**config.mk**
```make
export PLATFORM = sky130hd
export DESIGN_NAME = cild_decoder
export DESIGN_NICKNAME = d
export VERILOG_FILES = /design/src/logic/cild_pkg.sv /design/src/logic/cild_decoder.sv
export VERILOG_INCLUDE_DIRS = /design/src /design/src/logic
export SDC_FILE = /design/constraint.sdc
export NUM_CORES = 1
export LEC_CHECK = 0
export BUFFER_PORTS_ARGS = -buffer_cell sky130_fd_sc_hd__buf_2
export CORE_MARGIN = 3
export CORE_UTILIZATION = 30
export DETAILED_ROUTE_END_ITERATION = 16
export HOLD_SLACK_MARGIN = 0.1
export PLACE_DENSITY = 0.55
export SLEW_MARGIN = 10
export SYNTH_ARGS = -nofsm -noshare
export SYNTH_HDL_FRONTEND = slang
export SYNTH_SLANG_ARGS = --single-unit
```
**constraint.sdc**
```tcl
create_clock -name clock -period 1.75 [get_ports clock]
set_clock_uncertainty 0.05 [all_clocks]
set_input_delay 0.175 -clock clock [delete_from_list [all_inputs] [get_ports clock]]
set_output_delay 0.175 -clock clock [all_outputs]
set_load 0.02 [all_outputs]
```
**src/logic/cild_consts.svh**
```systemverilog
// numeric constants for the instruction length decoder
`ifndef CILD_CONSTS_SVH
`define CILD_CONSTS_SVH

`define CILD_LEN_NONE  3'h0
`define CILD_LEN_SHORT 3'h2
`define CILD_LEN_LONG  3'h4
`define CILD_CNT_ZERO  2'h0
`define CILD_CNT_ONE   2'h1
`define CILD_TRAP_ZERO 7'h00

`endif

```
**src/logic/cild_pkg.sv**
```systemverilog
// types shared by the instruction length decoder
`default_nettype none
package cild_pkg;

	// instruction classes as presented by the fetch path
	typedef enum logic [4:0] {
		CILD_OP_INVALID     = 5'h00,
		CILD_OP_ROTATE      = 5'h01,
		CILD_OP_SIGN_SHIFT  = 5'h02,
		CILD_OP_MOVE        = 5'h03,
		CILD_OP_MOVE_EXT    = 5'h04,
		CILD_OP_COND_JUMP   = 5'h05,
		CILD_OP_SEG_JUMP    = 5'h06,
		CILD_OP_JB_SET      = 5'h07,
		CILD_OP_JB_CLEAR    = 5'h08,
		CILD_OP_COND_CALL   = 5'h09,
		CILD_OP_SEG_CALL    = 5'h0a,
		CILD_OP_PUSH_CALL   = 5'h0b,
		CILD_OP_TRAP        = 5'h0c,
		CILD_OP_PUSH_POP    = 5'h0d,
		CILD_OP_CTX_SWITCH  = 5'h0e,
		CILD_OP_NEAR_RET    = 5'h0f,
		CILD_OP_FAR_RET     = 5'h10,
		CILD_OP_INT_RET     = 5'h11,
		CILD_OP_POWER_DOWN  = 5'h12,
		CILD_OP_SOFT_RESET  = 5'h13,
		CILD_OP_IDLE        = 5'h14,
		CILD_OP_WDT_SERVICE = 5'h15,
		CILD_OP_WDT_TOGGLE  = 5'h16,
		CILD_OP_INIT_LOCK   = 5'h17,
		CILD_OP_PAGE_PREFIX = 5'h18,
		CILD_OP_SEG_PREFIX  = 5'h19,
		CILD_OP_MAC_LDST    = 5'h1a
	} cild_op_e;

	// one fetched instruction, already classified
	typedef struct packed {
		logic       valid;
		cild_op_e   op;
		logic       long_form;
		logic       variant;
		logic       cond_true;
		logic       bit_value;
		logic       ext_reg;
		logic [1:0] seq_count;
		logic [6:0] trap_num;
	} cild_fetch_s;

	// strobes to the execution units
	typedef struct packed {
		logic       rotate_word;
		logic       rotate_left;
		logic       sign_shift_right;
		logic       move_word_byte;
		logic       move_byte;
		logic       move_extend_byte;
		logic       sign_extend;
		logic       jump_taken;
		logic       segment_load;
		logic       bit_clear;
		logic       bit_set;
		logic       call_taken;
		logic       save_return;
		logic       save_segment;
		logic       push;
		logic       pop;
		logic       trap;
		logic [6:0] trap_num;
		logic       context_switch;
		logic       near_return;
		logic       restore_reg;
		logic       far_return;
		logic       interrupt_return;
		logic       soft_reset;
		logic       idle_enter;
		logic       watchdog_service;
		logic       watchdog_disable;
		logic       watchdog_enable;
		logic       init_lock;
		logic       mac_load_store;
	} cild_exec_s;

	// data addressing override seen by the following instructions
	typedef struct packed {
		logic page;
		logic segment;
		logic ext_reg;
	} cild_ovr_s;

	typedef enum logic [1:0] {
		CILD_SEQ_IDLE = 2'b00,
		CILD_SEQ_PAGE = 2'b01,
		CILD_SEQ_SEG  = 2'b10
	} cild_seq_e;

endpackage
`default_nettype wire

```
**src/logic/cild_decoder.sv**
```systemverilog
// instruction classification and length decoding for the core tail group
// How it works
// - rotate left/right word register, two bytes
// - sign-filling right shift, two bytes
// - word/byte move, two or four bytes
// - byte-to-word move, sign or zero extend
// - conditional jumps, four bytes, taken when true
// - segment jump loads segment and target always
// - jump if bit set, optionally clear bit
// - jump if bit clear, optionally set bit
// - conditional call saves return when taken
// - segment call saves segment and return address
// - push register then absolute call, four bytes
// - trap enters routine by immediate number
// - push or pop word register, two bytes
// - context switch saves then overwrites register
// - near return, optionally pops a register
// - far return restores segment and address
// - interrupt return restores interrupted context
// - power-down decodes legal, does nothing
// - page/segment prefixes override following instructions
// - accumulator load/store decoded as four bytes
`timescale 1ns/1ns
`default_nettype none
`include "cild_consts.svh"

module cild_decoder
(
	input  wire logic                 clock,
	input  wire logic                 rstn,
	input  wire cild_pkg::cild_fetch_s fetch,
	output logic                      dec_valid_reg,
	output logic [2:0]                dec_len_reg,
	output logic                      dec_illegal_reg,
	output cild_pkg::cild_exec_s      exec_reg,
	output cild_pkg::cild_ovr_s       ovr_reg
);

	// *************************************************************
	// length choice shared by the two-form classes
	// *************************************************************
	function automatic logic [2:0] pick_len(input logic long_form);
		pick_len = long_form ? `CILD_LEN_LONG : `CILD_LEN_SHORT;
	endfunction

	cild_pkg::cild_exec_s exec_next;
	logic [2:0]           len_next;
	logic                 illegal_next;
	logic                 is_prefix;
	cild_pkg::cild_seq_e  seq_reg;
	cild_pkg::cild_seq_e  seq_next;
	logic [1:0]           remain_reg;
	logic [1:0]           remain_next;
	logic                 ext_reg_reg;

	// *************************************************************
	// classification
	// *************************************************************
	always_comb
	begin
		exec_next    = '0;
		len_next     = `CILD_LEN_NONE;
		illegal_next = 1'b0;
		is_prefix    = 1'b0;
		case (fetch.op)
			cild_pkg::CILD_OP_ROTATE:
			begin
				len_next                = `CILD_LEN_SHORT;
				exec_next.rotate_word   = 1'b1;
				exec_next.rotate_left   = fetch.variant;
			end
			cild_pkg::CILD_OP_SIGN_SHIFT:
			begin
				len_next                   = `CILD_LEN_SHORT;
				exec_next.sign_shift_right = 1'b1;
			end
			cild_pkg::CILD_OP_MOVE:
			begin
				len_next                 = pick_len(fetch.long_form);
				exec_next.move_word_byte = 1'b1;
				exec_next.move_byte      = fetch.variant;
			end
			cild_pkg::CILD_OP_MOVE_EXT:
			begin
				len_next                   = pick_len(fetch.long_form);
				exec_next.move_extend_byte = 1'b1;
				exec_next.sign_extend      = fetch.variant;
			end
			cild_pkg::CILD_OP_COND_JUMP:
			begin
				len_next             = `CILD_LEN_LONG;
				exec_next.jump_taken = fetch.cond_true;
			end
			cild_pkg::CILD_OP_SEG_JUMP:
			begin
				len_next               = `CILD_LEN_LONG;
				exec_next.jump_taken   = 1'b1;
				exec_next.segment_load = 1'b1;
			end
			cild_pkg::CILD_OP_JB_SET:
			begin
				len_next             = `CILD_LEN_LONG;
				exec_next.jump_taken = fetch.bit_value;
				exec_next.bit_clear  = fetch.variant & fetch.bit_value;
			end
			cild_pkg::CILD_OP_JB_CLEAR:
			begin
				len_next             = `CILD_LEN_LONG;
				exec_next.jump_taken = ~fetch.bit_value;
				exec_next.bit_set    = fetch.variant & ~fetch.bit_value;
			end
			cild_pkg::CILD_OP_COND_CALL:
			begin
				len_next              = `CILD_LEN_LONG;
				exec_next.call_taken  = fetch.cond_true;
				exec_next.save_return = fetch.cond_true;
			end
			cild_pkg::CILD_OP_SEG_CALL:
			begin
				len_next               = `CILD_LEN_LONG;
				exec_next.call_taken   = 1'b1;
				exec_next.save_return  = 1'b1;
				exec_next.save_segment = 1'b1;
				exec_next.segment_load = 1'b1;
			end
			cild_pkg::CILD_OP_PUSH_CALL:
			begin
				len_next              = `CILD_LEN_LONG;
				exec_next.push        = 1'b1;
				exec_next.call_taken  = 1'b1;
				exec_next.save_return = 1'b1;
			end
			cild_pkg::CILD_OP_TRAP:
			begin
				len_next           = `CILD_LEN_SHORT;
				exec_next.trap     = 1'b1;
				exec_next.trap_num = fetch.trap_num;
			end
			cild_pkg::CILD_OP_PUSH_POP:
			begin
				len_next       = `CILD_LEN_SHORT;
				exec_next.push = ~fetch.variant;
				exec_next.pop  = fetch.variant;
			end
			cild_pkg::CILD_OP_CTX_SWITCH:
			begin
				len_next                 = `CILD_LEN_LONG;
				exec_next.push           = 1'b1;
				exec_next.context_switch = 1'b1;
			end
			cild_pkg::CILD_OP_NEAR_RET:
			begin
				len_next              = `CILD_LEN_SHORT;
				exec_next.near_return = 1'b1;
				exec_next.restore_reg = fetch.variant;
			end
			cild_pkg::CILD_OP_FAR_RET:
			begin
				len_next             = `CILD_LEN_SHORT;
				exec_next.far_return = 1'b1;
			end
			cild_pkg::CILD_OP_INT_RET:
			begin
				len_next                   = `CILD_LEN_SHORT;
				exec_next.interrupt_return = 1'b1;
			end
			// newer power control made this opcode obsolete; keep it legal
			cild_pkg::CILD_OP_POWER_DOWN:
				len_next = `CILD_LEN_LONG;
			cild_pkg::CILD_OP_SOFT_RESET:
			begin
				len_next             = `CILD_LEN_LONG;
				exec_next.soft_reset = 1'b1;
			end
			cild_pkg::CILD_OP_IDLE:
			begin
				len_next             = `CILD_LEN_LONG;
				exec_next.idle_enter = 1'b1;
			end
			cild_pkg::CILD_OP_WDT_SERVICE:
			begin
				len_next                   = `CILD_LEN_LONG;
				exec_next.watchdog_service = 1'b1;
			end
			cild_pkg::CILD_OP_WDT_TOGGLE:
			begin
				len_next                   = `CILD_LEN_LONG;
				exec_next.watchdog_disable = ~fetch.variant;
				exec_next.watchdog_enable  = fetch.variant;
			end
			cild_pkg::CILD_OP_INIT_LOCK:
			begin
				len_next            = `CILD_LEN_LONG;
				exec_next.init_lock = 1'b1;
			end
			cild_pkg::CILD_OP_PAGE_PREFIX, cild_pkg::CILD_OP_SEG_PREFIX:
			begin
				len_next  = pick_len(fetch.long_form);
				is_prefix = 1'b1;
			end
			cild_pkg::CILD_OP_MAC_LDST:
			begin
				len_next                 = `CILD_LEN_LONG;
				exec_next.mac_load_store = 1'b1;
			end
			default:
				illegal_next = 1'b1;
		endcase
	end

	// *************************************************************
	// override sequence tracking
	// *************************************************************
	// a new prefix restarts the sequence; seq_count holds count minus one
	always_comb
	begin
		seq_next    = seq_reg;
		remain_next = remain_reg;
		if (fetch.valid && is_prefix)
		begin
			seq_next    = (fetch.op == cild_pkg::CILD_OP_PAGE_PREFIX) ? cild_pkg::CILD_SEQ_PAGE
			                                                          : cild_pkg::CILD_SEQ_SEG;
			remain_next = fetch.seq_count;
		end
		else if (fetch.valid && !illegal_next && seq_reg != cild_pkg::CILD_SEQ_IDLE)
		begin
			if (remain_reg == `CILD_CNT_ZERO)
				seq_next = cild_pkg::CILD_SEQ_IDLE;
			else
				remain_next = remain_reg - `CILD_CNT_ONE;
		end
	end

	always_ff @(posedge clock or negedge rstn)
	begin
		if (!rstn)
		begin
			seq_reg     <= cild_pkg::CILD_SEQ_IDLE;
			remain_reg  <= `CILD_CNT_ZERO;
			ext_reg_reg <= 1'b0;
		end
		else
		begin
			seq_reg    <= seq_next;
			remain_reg <= remain_next;
			if (fetch.valid && is_prefix)
				ext_reg_reg <= fetch.ext_reg;
		end
	end

	// *************************************************************
	// registered outputs
	// *************************************************************
	always_ff @(posedge clock or negedge rstn)
	begin
		if (!rstn)
		begin
			dec_valid_reg   <= 1'b0;
			dec_len_reg     <= `CILD_LEN_NONE;
			dec_illegal_reg <= 1'b0;
			exec_reg        <= '0;
		end
		else
		begin
			dec_valid_reg   <= fetch.valid;
			dec_len_reg     <= fetch.valid ? len_next : `CILD_LEN_NONE;
			dec_illegal_reg <= fetch.valid & illegal_next;
			exec_reg        <= fetch.valid ? exec_next : '0;
		end
	end

	// the override applies only to the instructions after the prefix
	always_ff @(posedge clock or negedge rstn)
	begin
		if (!rstn)
			ovr_reg <= '0;
		else if (fetch.valid && !is_prefix && !illegal_next)
		begin
			ovr_reg.page    <= (seq_reg == cild_pkg::CILD_SEQ_PAGE);
			ovr_reg.segment <= (seq_reg == cild_pkg::CILD_SEQ_SEG);
			ovr_reg.ext_reg <= (seq_reg != cild_pkg::CILD_SEQ_IDLE) & ext_reg_reg;
		end
		else
			ovr_reg <= '0;
	end
endmodule
`default_nettype wire

```
After elaboration in Yosys (flattened, before gate mapping)
Index checks and enable logic that the tools add are counted.

Bitwise operators: 6. Multiplexer cells: 37. $add $sub $neg: 1. Reductions and logical operators: 20. Equal/unequal tests: 29.

Operator list (number): $eq A5 B5 Y1 const B (11); $eq A5 B4 Y1 const B (8); $mux W36 (1); $reduce_or A26 Y1 (1); $mux W2 (12); $eq A5 B3 Y1 const B (4); $mux W1 (16); $reduce_or A15 Y1 (1); $eq A5 B2 Y1 const B (2); $mux W3 (3); $pmux W3 S3 (1); $mux W8 (1); $reduce_or A2 Y1 (4); $reduce_or A7 Y1 (1); $reduce_bool A2 Y1 (3); $eq A5 B1 Y1 const B (1); $logic_and A1 B1 Y1 (5); $and A1 B1 Y1 (4); $pmux W1 S4 (1); $pmux W2 S2 (1); $reduce_and A2 Y1 (2); $reduce_or A4 Y1 (1); $eq A2 B1 Y1 const B (1); $eq A2 B2 Y1 const B (1); 6 further kinds (7).

Flip-flop bits (word level): 49. Output and inout port bits: 44.

Longest topological paths before layout
Gate-level depths: netlist (run 1).

Depth after elaboration: 7. Mapped depth: 6. Depth with buffers taken out: 6.

Worst setup path before layout (run 1)
Ideal clock, no wire load.

Path kind: input -> register. Start: in fetch[17] (netlist bit). End: reg remain_reg[1]. Cell stages on the path: 6. Data required time: 1.575 ns. Slack: 0.218 ns. Data arrival time: 1.357 ns. Cells stage by stage: buf_2 or3_1 o22ai_2 nor4b_4 mux2i_1 mux2_4.

Longest elaborated chain between the ends: 6.

RTL lines: from (decl) (RTL line cild_decoder.sv:31) `input wire cild_pkg::cild_fetch_s fetch,`; $eq A5 B5 Y1 (tied with other cells) (RTL line cild_decoder.sv:65) `case (fetch.op)`; $reduce_or A26 Y1 (no source line) / $reduce_or A2 Y1 (equally long branches); $logic_and A1 B1 Y1 / $mux W1 (equally long branches) (RTL line cild_decoder.sv:225, cild_decoder.sv:65); $logic_and A1 B1 Y1, on equally long branches (RTL line cild_decoder.sv:225, cild_decoder.sv:219); $reduce_bool A2 Y1 (no source line) / $ne A2 B2 Y1 (equally long branches); $reduce_and A2 Y1 (no source line); to (signal assigned) (RTL line cild_decoder.sv:239) `` remain_reg <= `CILD_CNT_ZERO; ``; to (signal assigned) (RTL line cild_decoder.sv:245) `remain_reg <= remain_next;`; to (decl) (RTL line cild_decoder.sv:52) `logic [1:0] remain_reg;`.

Several ways; a longest one is shown, not always the timed one. A chain may end at the register's enable or synchronous reset.

Worst setup path after layout (run 1)
Start: in fetch[19] (netlist bit). End: reg exec_reg[26] (netlist bit).

Longest elaborated chain between the ends: 1.

RTL lines: $mux W36 (RTL line cild_decoder.sv:268) `exec_reg <= fetch.valid ? exec_next : '0;`; to (signal assigned) (RTL line cild_decoder.sv:268); to (decl) (RTL line cild_decoder.sv:35) `output cild_pkg::cild_exec_s exec_reg,`.

No other way between the ends.

==> results of run 1 <==
==> worst max-delay path, delay by kind of cell <==
kind / cells / cell delay (ps)
buffers and inverters: 2 / 780
AND/OR/NAND/NOR: 3 / 800
==> logic make-up after synthesis <==
family                     share of synthesized area (%)
AOI/OAI and AO/OA                                   7.49
muxes                                               1.87
DFF                                                 60.7
other                                              0.193
adders and majority gates                          0.645
and+or+nand+nor                                     23.4
xor gates and xnor gates                           0.904
buffers and inverters                               4.84
==> cell type report <==
cell class	count	area share, %
flip-flops and latches	47	46.0
clock buffers	6	3.23
clock inverters	1	0.196
inverters	6	0.880
well taps	75	3.67
repair buffers	85	20.0
multi-input cells	109	26.1
==> power breakdown <==
group          internal (mW)  leakage (nW)  switching (mW)
combinational          0.182         0.642           0.221
sequential              1.14         0.642          0.0287
clock                  0.310        0.0470           0.340
total                   1.64          1.33           0.590
==> stage by stage <==
step	cells	total power, mW	util [%]	area (um2)
floorplan	175	1.46	-	1940
global placement	309	1.57	38.4	2340
detailed placement	309	1.58	38.4	2340
CTS	329	2.26	42.0	2560
global route	329	2.35	42.0	2560
finish	329	2.23	42.0	2560
==> per-layer routing <==
layer	global-route usage [%]	vias up
met3	3.52	7
met2	19.3	52
met1	17.4	732
li1	-	744
met4	4.39	0
met5	0	-
==> cell usage in the layout, fill, tap and decap left out, types with 4 or more instances in the layout <==
cell and n:
nor4b_1 4, nor2_1 18, inv_1 6, or3_1 4, clkbuf_8 6, a21oi_1 8
and2_1 10, dlygate4sd3_1 13, dfrtp_1 47, buf_2 64, buf_4 8, nand2_1 10
nor3_1 11, nand2b_1 5
==> final timing paths <==
kind	slack [ps]	cells after the start	end
max	140	5	exec_reg[26]
min	110	3	exec_reg[26]
max reg2reg	240	5	remain_reg[1]
min reg2reg	440	1	ovr_reg[2]
max in group asynchronous	770	3	exec_reg[26]
min in group asynchronous	310	2	exec_reg[4]
==> metrics.txt, run 1 <==
synth top area cells dfrtp_1 (61%), nor2_1 (3.5%), and2_1 (3.2%), nor3_1 (2.8%), a21oi_1 (2.1%); first-pass GRT wire length 7350 um; Hold Path Class in2reg; Mean Syn Cell Area 11.1 um2; Yosys cell types 43; Pwr Density 870 nW/um2; top routing layer used met4; DP HPWL 3440 um; Area Growth Syn to Fin 32.0%; Synth warnings 0; vias in the first global route 1499; critical path required time 1910 ps; FMAX 620 MHz; Worst path slowest cell dlygate4sd3_1; RePlAce Congestion 0.807; crit path launch fetch[19]; share of the synthesized area in the top cell type 60.7%; largest net degree at the start of global routing 22; Via density 4.67; Synth area leader dfrtp_1; Num CTS Buffers 5; Residual DRC 0; total gr overflow 0; CP max FO 15; critical path class in2reg; routed wl met3 352 um; RSZ-0062 raised after global routing false; Core Area 6100 um2; drt pass-1 iters 4; top-count cell post-synth dfrtp_1; CP Data Arrival Time 1770 ps; Post-Syn Area 1940 um2; CTS H-tree depth 2; antenna viol nets, final 0; CTS tree yes; Final period util 92.2%; die height 86.4 um; Max VDD drop 0.363 mV; initial antenna violation count 0; Main synth FF type dfrtp_1; Worst Hold Slack 111 ps; final setup fails 0; nets@finish 277; Mapped Nets 198; hold path start fetch[10]; Fillers 627; CP endpoint kind register; FF-to-FF Start remain_reg[0]; CTS max path bufs 2; total track usage 12.7%; Worst-path clk slew 80 ps; DRT iter0 DRCs 40; number of flip-flops in the largest register 35; Leakage 1.33 nW; crit start category input pin; Buffers on Ports 64; final slew viol count 0; Routed WL per cell 13.8 um; initial core utilization 31.8%; TNS Setup 0 ps; Post-CTS Setup Bufs 0; Cell Rows 28; min cycle time layout 1610 ps; Via Count 1535; n_diodes 0; clk root buf clkbuf_8; die area 7460 um2; final worst slack 137 ps; Yosys reg bits 47; met2 WL 2130 um; Multi-input gate area 668 um2; status complete, no violations; sequential-to-total area share from yosys stat 60.7%; Max Cap Viol 0; die width 86.4 um; setup slack after placement 159 ps; # resized after CTS 0; Worst path max stage delay 520 ps; Clock Latency Late Sink 290 ps; crit-path cells dlygate4sd3_1 -> buf_2 -> nand2_1 -> or3_1 -> nor3_1; clock sink count 47; asr flop ratio synth 100%; Detailed Route WL 4530 um; Hold Vio Cnt, Final 0; IO Count 66; Routed met1 length 1990 um; Post-synth top cells dfrtp_1 (47), nor2_1 (18), nor3_1 (11); Post-synth EDFFs 0; Hold Buf Count CTS 13; layout cell share with drive strength beyond 1 34.6%; Syn Inst Count 175; Seq. cell area 1180 um2
Power figures use the tool's default switching activity.
==> inputs of run 2 (changes only) <==
Settings changed: CORE_UTILIZATION 30 to 40, PLACE_DENSITY 0.55 to 0.69.
==> metrics.txt, run 2 (same netlist as run 1, synthesis figures left out) <==
status complete, no violations (unchanged); critical path required time 1920 ps (was 1910 ps); Post-CTS Setup Bufs 0 (unchanged); CP Data Arrival Time 1730 ps (was 1770 ps); IO Count 66 (unchanged); FMAX 642 MHz (was 620 MHz); first-pass GRT wire length 6920 um (was 7350 um); n_diodes 0 (unchanged); Routed WL per cell 13.8 um (about the same); most frequent cells in the layout buf_2 (64), dfrtp_1 (47), nor2_1 (18) (unchanged); R2R depth 5 (unchanged); Residual DRC 0 (unchanged); Cell Rows 24 (was 28); CP endpoint kind register (unchanged); Detailed Route WL 4290 um (was 4530 um); layout cell share with drive strength beyond 1 34.5% (was 34.6%); CTS max path bufs 2 (unchanged); CTS tree yes (unchanged); largest net degree at the start of global routing 21 (was 22); Core Area 4500 um2 (was 6100 um2); DRT iter0 DRCs 80 (was 40); Leakage 1.36 nW (was 1.33 nW); die area 5720 um2 (was 7460 um2); critical path class in2reg (unchanged); number of flip-flops in the largest register 35 (unchanged); final worst slack 191 ps (was 137 ps); antenna viol nets, final 0 (unchanged); final setup fails 0 (unchanged); Hold Vio Cnt, Final 0 (unchanged); Hold Path Class in2reg (unchanged); initial antenna violation count 0 (unchanged); die height 75.6 um (was 86.4 um); Via density 5.03 (was 4.67); Pwr Density 962 nW/um2 (was 870 nW/um2); Max VDD drop 0.402 mV (was 0.363 mV); RePlAce Congestion 0.812 (was 0.807); Hold Path Cell Cnt 2 (was 3); critical path depth 5 (unchanged); total track usage 16.4% (was 12.7%); Clock Latency Late Sink 300 ps (was 290 ps); RSZ-0062 raised after global routing false (unchanged); crit-path leading delay family simple AND/OR/NAND/NOR gates (unchanged); Seq. cell area 1180 um2 (unchanged); DP HPWL 3080 um (was 3440 um); clk root buf clkbuf_8 (unchanged); final slew viol count 0 (unchanged); crit-path cells dlygate4sd3_1 -> buf_2 -> nand2_1 -> or3_1 -> nor3_1 (unchanged); final instance area 2600 um2 (was 2560 um2); most common cell after layout, fill and taps aside buf_2 (unchanged); Util after Layout 57.8% (was 42.0%); Num CTS Buffers 5 (unchanged); CTS H-tree depth 2 (unchanged); drt pass-1 iters 4 (unchanged); nets@finish 280 (was 277); clock sink count 47 (unchanged); Area Growth Syn to Fin 34.3% (was 32.0%); Fillers 398 (was 627); CP max FO 15 (unchanged); Via Count 1560 (was 1535); vias in the first global route 1392 (was 1499); Buf+Inv Stages, Crit Path 2 (unchanged); Cell Area, Placed 2320 um2 (was 2340 um2); # resized after CTS 0 (unchanged); min cycle time layout 1560 ps (was 1610 ps); Max Cap Viol 0 (unchanged); initial core utilization 43.0% (was 31.8%); crit start category input pin (unchanged); Multi-input gate area 668 um2 (unchanged); TNS Setup 0 ps (unchanged); Worst-path clk slew 90 ps (was 80 ps); Worst path slowest cell dlygate4sd3_1 (unchanged); Pwr Total 2.50 mW (was 2.23 mW); die width 75.6 um (was 86.4 um); Buffers on Ports 64 (unchanged); total gr overflow 0 (unchanged); setup slack after placement 141 ps (was 159 ps); Worst path max stage delay 520 ps (about the same); Final period util 89.1% (was 92.2%)
## run 2: cell count changes in the layout (fill, tap and decap cells not counted)
cell | previous run | this run
bufinv_16 | 0 | 2
dlygate4sd3_1 | 13 | 15
buf_4 | 8 | 9
clkbuf_1 | 0 | 1
clkbuf_8 | 6 | 5
clkinv_2 | 1 | 0
## run 2: area by class of cell
class | count | area share, %
clock buffer | 6 | 2.79
clock inverter | 2 | 2.31
inverter | 6 | 0.865
multi-input combinational | 109 | 25.7
sequential | 47 | 45.2
tap | 52 | 2.50
timing repair buffer | 88 | 20.7
## run 2: per-layer routing
| metal | vias to the layer above | share of wire, % | global-route usage (%) |
|---|---|---|---|
| met2 | 79 | 45 | 23.9 |
| met5 | - | 0 | 0 |
| met3 | 5 | 8.0 | 3.17 |
| met1 | 724 | 45 | 23.9 |
| li1 | 752 | - | - |
| met4 | 0 | 1.2 | 6.41 |
## run 2: per-stage QoR
step / hold slack [ps] / std cells
finish: 132 / 310
global route: 139 / 310
CTS: 128 / 310
detailed placement: 86.2 / 287
global placement: 80.0 / 287
floorplan: -171 / 175
## run 2: where the power goes
group | switching, mW | internal, mW
sequential | 0.0285 | 1.14
clock | 0.360 | 0.571
combinational | 0.217 | 0.183
## run 2: worst reg2reg max path, cell delays in order (launching register included)
cell and delay [ps]:
dfrtp_1 360, inv_1 50, ha_1 230, nor4b_4 330
mux2i_1 120, mux2_4 260
## run 2: path summary, 6_finish.rpt
kind	start	end	slack, ps
max in group asynchronous	rstn	dec_illegal_reg	810
setup / recovery	fetch[19]	exec_reg[26]	190
hold / removal	fetch[18]	exec_reg[28]	130
hold reg to reg	ext_reg_reg	ext_reg_reg	440
min in group asynchronous	rstn	exec_reg[5]	280
setup reg to reg	remain_reg[0]	remain_reg[1]	240
## run 2: what timing repair did
action | 4_1_cts | 5_1_grt
endpoints found under the hold margin | 32 | 0
setup endpoints to repair | 0 | 0
hold buffers | 15 | 0
==> inputs of run 3 (changes only) <==
Settings changed: RECOVER_POWER set to 100.
==> metrics.txt, run 3 (same netlist as run 1, synthesis figures left out) <==
status complete, no violations (unchanged); Num CTS Buffers 5 (unchanged); min cycle time layout 1570 ps (was 1560 ps); most frequent cells in the layout clkbuf_1 (50), dfrtp_1 (47), nor2_1 (18), buf_2 (18), dlygate4sd3_1 (15) (was buf_2 (64), dfrtp_1 (47), nor2_1 (18)); Cell Rows 24 (unchanged); IO Count 66 (unchanged); largest net degree at the start of global routing 21 (unchanged); critical path class in2reg (unchanged); clk root buf clkbuf_8 (unchanged); vias in the first global route 1392 (unchanged); die height 75.6 um (unchanged); Worst Hold Slack 139 ps (was 132 ps); TNS Setup 0 ps (unchanged); final setup fails 0 (unchanged); critical path depth 5 (unchanged); # resized after CTS 0 (unchanged); crit-path cells dlygate4sd3_1 -> buf_2 -> nand2_1 -> or3_1 -> nor3_1 (unchanged); crit start category input pin (unchanged); Worst Tran Pin Value 990 ps; Multi-input gate area 653 um2 (was 668 um2); n_diodes 0 (unchanged); Via Count 1554 (was 1560); total gr overflow 0 (unchanged); Rel. slew slack 34.0%; Routed WL per cell 14.1 um (was 13.8 um); Seq. cell area 1180 um2 (unchanged); Final period util 89.5% (was 89.1%); die width 75.6 um (unchanged); CP Data Arrival Time 1730 ps (about the same); Max Cap Viol 0 (unchanged); DP HPWL 3080 um (unchanged); antenna viol nets, final 0 (unchanged); Core Area 4500 um2 (unchanged); Worst path max stage delay 520 ps (about the same); Max VDD drop 0.400 mV (was 0.402 mV); Buffers on Ports 64 (unchanged); Hold Buf Count CTS 15 (unchanged); Worst-path clk slew 90 ps (about the same); R2R depth 5 (unchanged); Via density 5.01 (was 5.03); Cell Area, Placed 2320 um2 (unchanged); Area Growth Syn to Fin 30.0% (was 34.3%); FMAX 639 MHz (was 642 MHz); Pwr Density 985 nW/um2 (was 962 nW/um2); CTS tree yes (unchanged); RePlAce Congestion 0.812 (unchanged); Worst path slowest cell dlygate4sd3_1 (unchanged); final instance area 2520 um2 (was 2600 um2); final slew viol count 0 (unchanged); Residual DRC 0 (unchanged); drt pass-1 iters 4 (unchanged); clock sink count 47 (unchanged); CTS H-tree depth 2 (unchanged); initial core utilization 43.0% (unchanged); Post-CTS Setup Bufs 0 (unchanged); DRT iter0 DRCs 86 (was 80); critical path required time 1920 ps (about the same); Clock Latency Late Sink 300 ps (about the same); CTS max path bufs 2 (unchanged); first-pass GRT wire length 6920 um (unchanged); most common cell after layout, fill and taps aside clkbuf_1 (was buf_2); die area 5720 um2 (unchanged); Buf+Inv Stages, Crit Path 2 (unchanged); Detailed Route WL 4370 um (was 4290 um); Pwr Total 2.48 mW (was 2.50 mW); initial antenna violation count 0 (unchanged); RSZ-0062 raised after global routing false (unchanged); Leakage 1.15 nW (was 1.36 nW); number of flip-flops in the largest register 35 (unchanged); Hold Path Cell Cnt 2 (unchanged); Hold Vio Cnt, Final 0 (unchanged); Hold Path Class in2reg (unchanged); nets@finish 280 (unchanged); CP max FO 15 (unchanged); Fillers 423 (was 398); crit-path leading delay family simple AND/OR/NAND/NOR gates (unchanged); CP endpoint kind register (unchanged); total track usage 16.4% (unchanged); layout cell share with drive strength beyond 1 15.1% (was 34.5%)
[run 3: layout make-up]
type | count | share of cell area (%)
well taps | 52 | 2.58
clock inverters | 2 | 2.38
inverters | 6 | 0.894
clock buffers | 6 | 2.88
multi-input cells | 109 | 25.9
flip-flops and latches | 47 | 46.7
repair buffers | 88 | 18.6
[run 3: worst register-to-register path, cell delays in order, from the launching register on]
cell     delay (ps)
dfrtp_1         360
inv_1            50
ha_1            210
nor4b_2         380
mux2i_1         130
mux2_4          260
[run 3: final timing paths]
check	from	end	slack, ps
min reg2reg	ext_reg_reg	ext_reg_reg	440
max in group asynchronous	rstn	exec_reg[31]	300
max reg2reg	remain_reg[0]	remain_reg[1]	200
min	fetch[18]	exec_reg[28]	140
max	fetch[19]	exec_reg[26]	180
min in group asynchronous	rstn	exec_reg[7]	500
[run 3: routing by layer]
metal / vias up / GRT usage, % / routed length [um]
li1: 752 / - / -
met1: 730 / 23.9 / 2120
met2: 67 / 23.9 / 1930
met3: 5 / 3.17 / 275
met4: 0 / 6.41 / 52
met5: - / 0 / 0
[run 3: through the flow]
step	instances	worst slack [ps]	util [%]
floorplan	175	218	-
global placement	287	197	51.5
detailed placement	287	141	51.5
CTS	310	188	57.8
global route	310	57.6	55.9
finish	310	184	55.9
[run 3: report_power, final]
part | total [mW] | internal [mW] | switching [mW]
logic | 0.377 | 0.168 | 0.210
clock network | 0.928 | 0.571 | 0.357
registers | 1.17 | 1.14 | 0.0296
total | 2.48 | 1.88 | 0.597
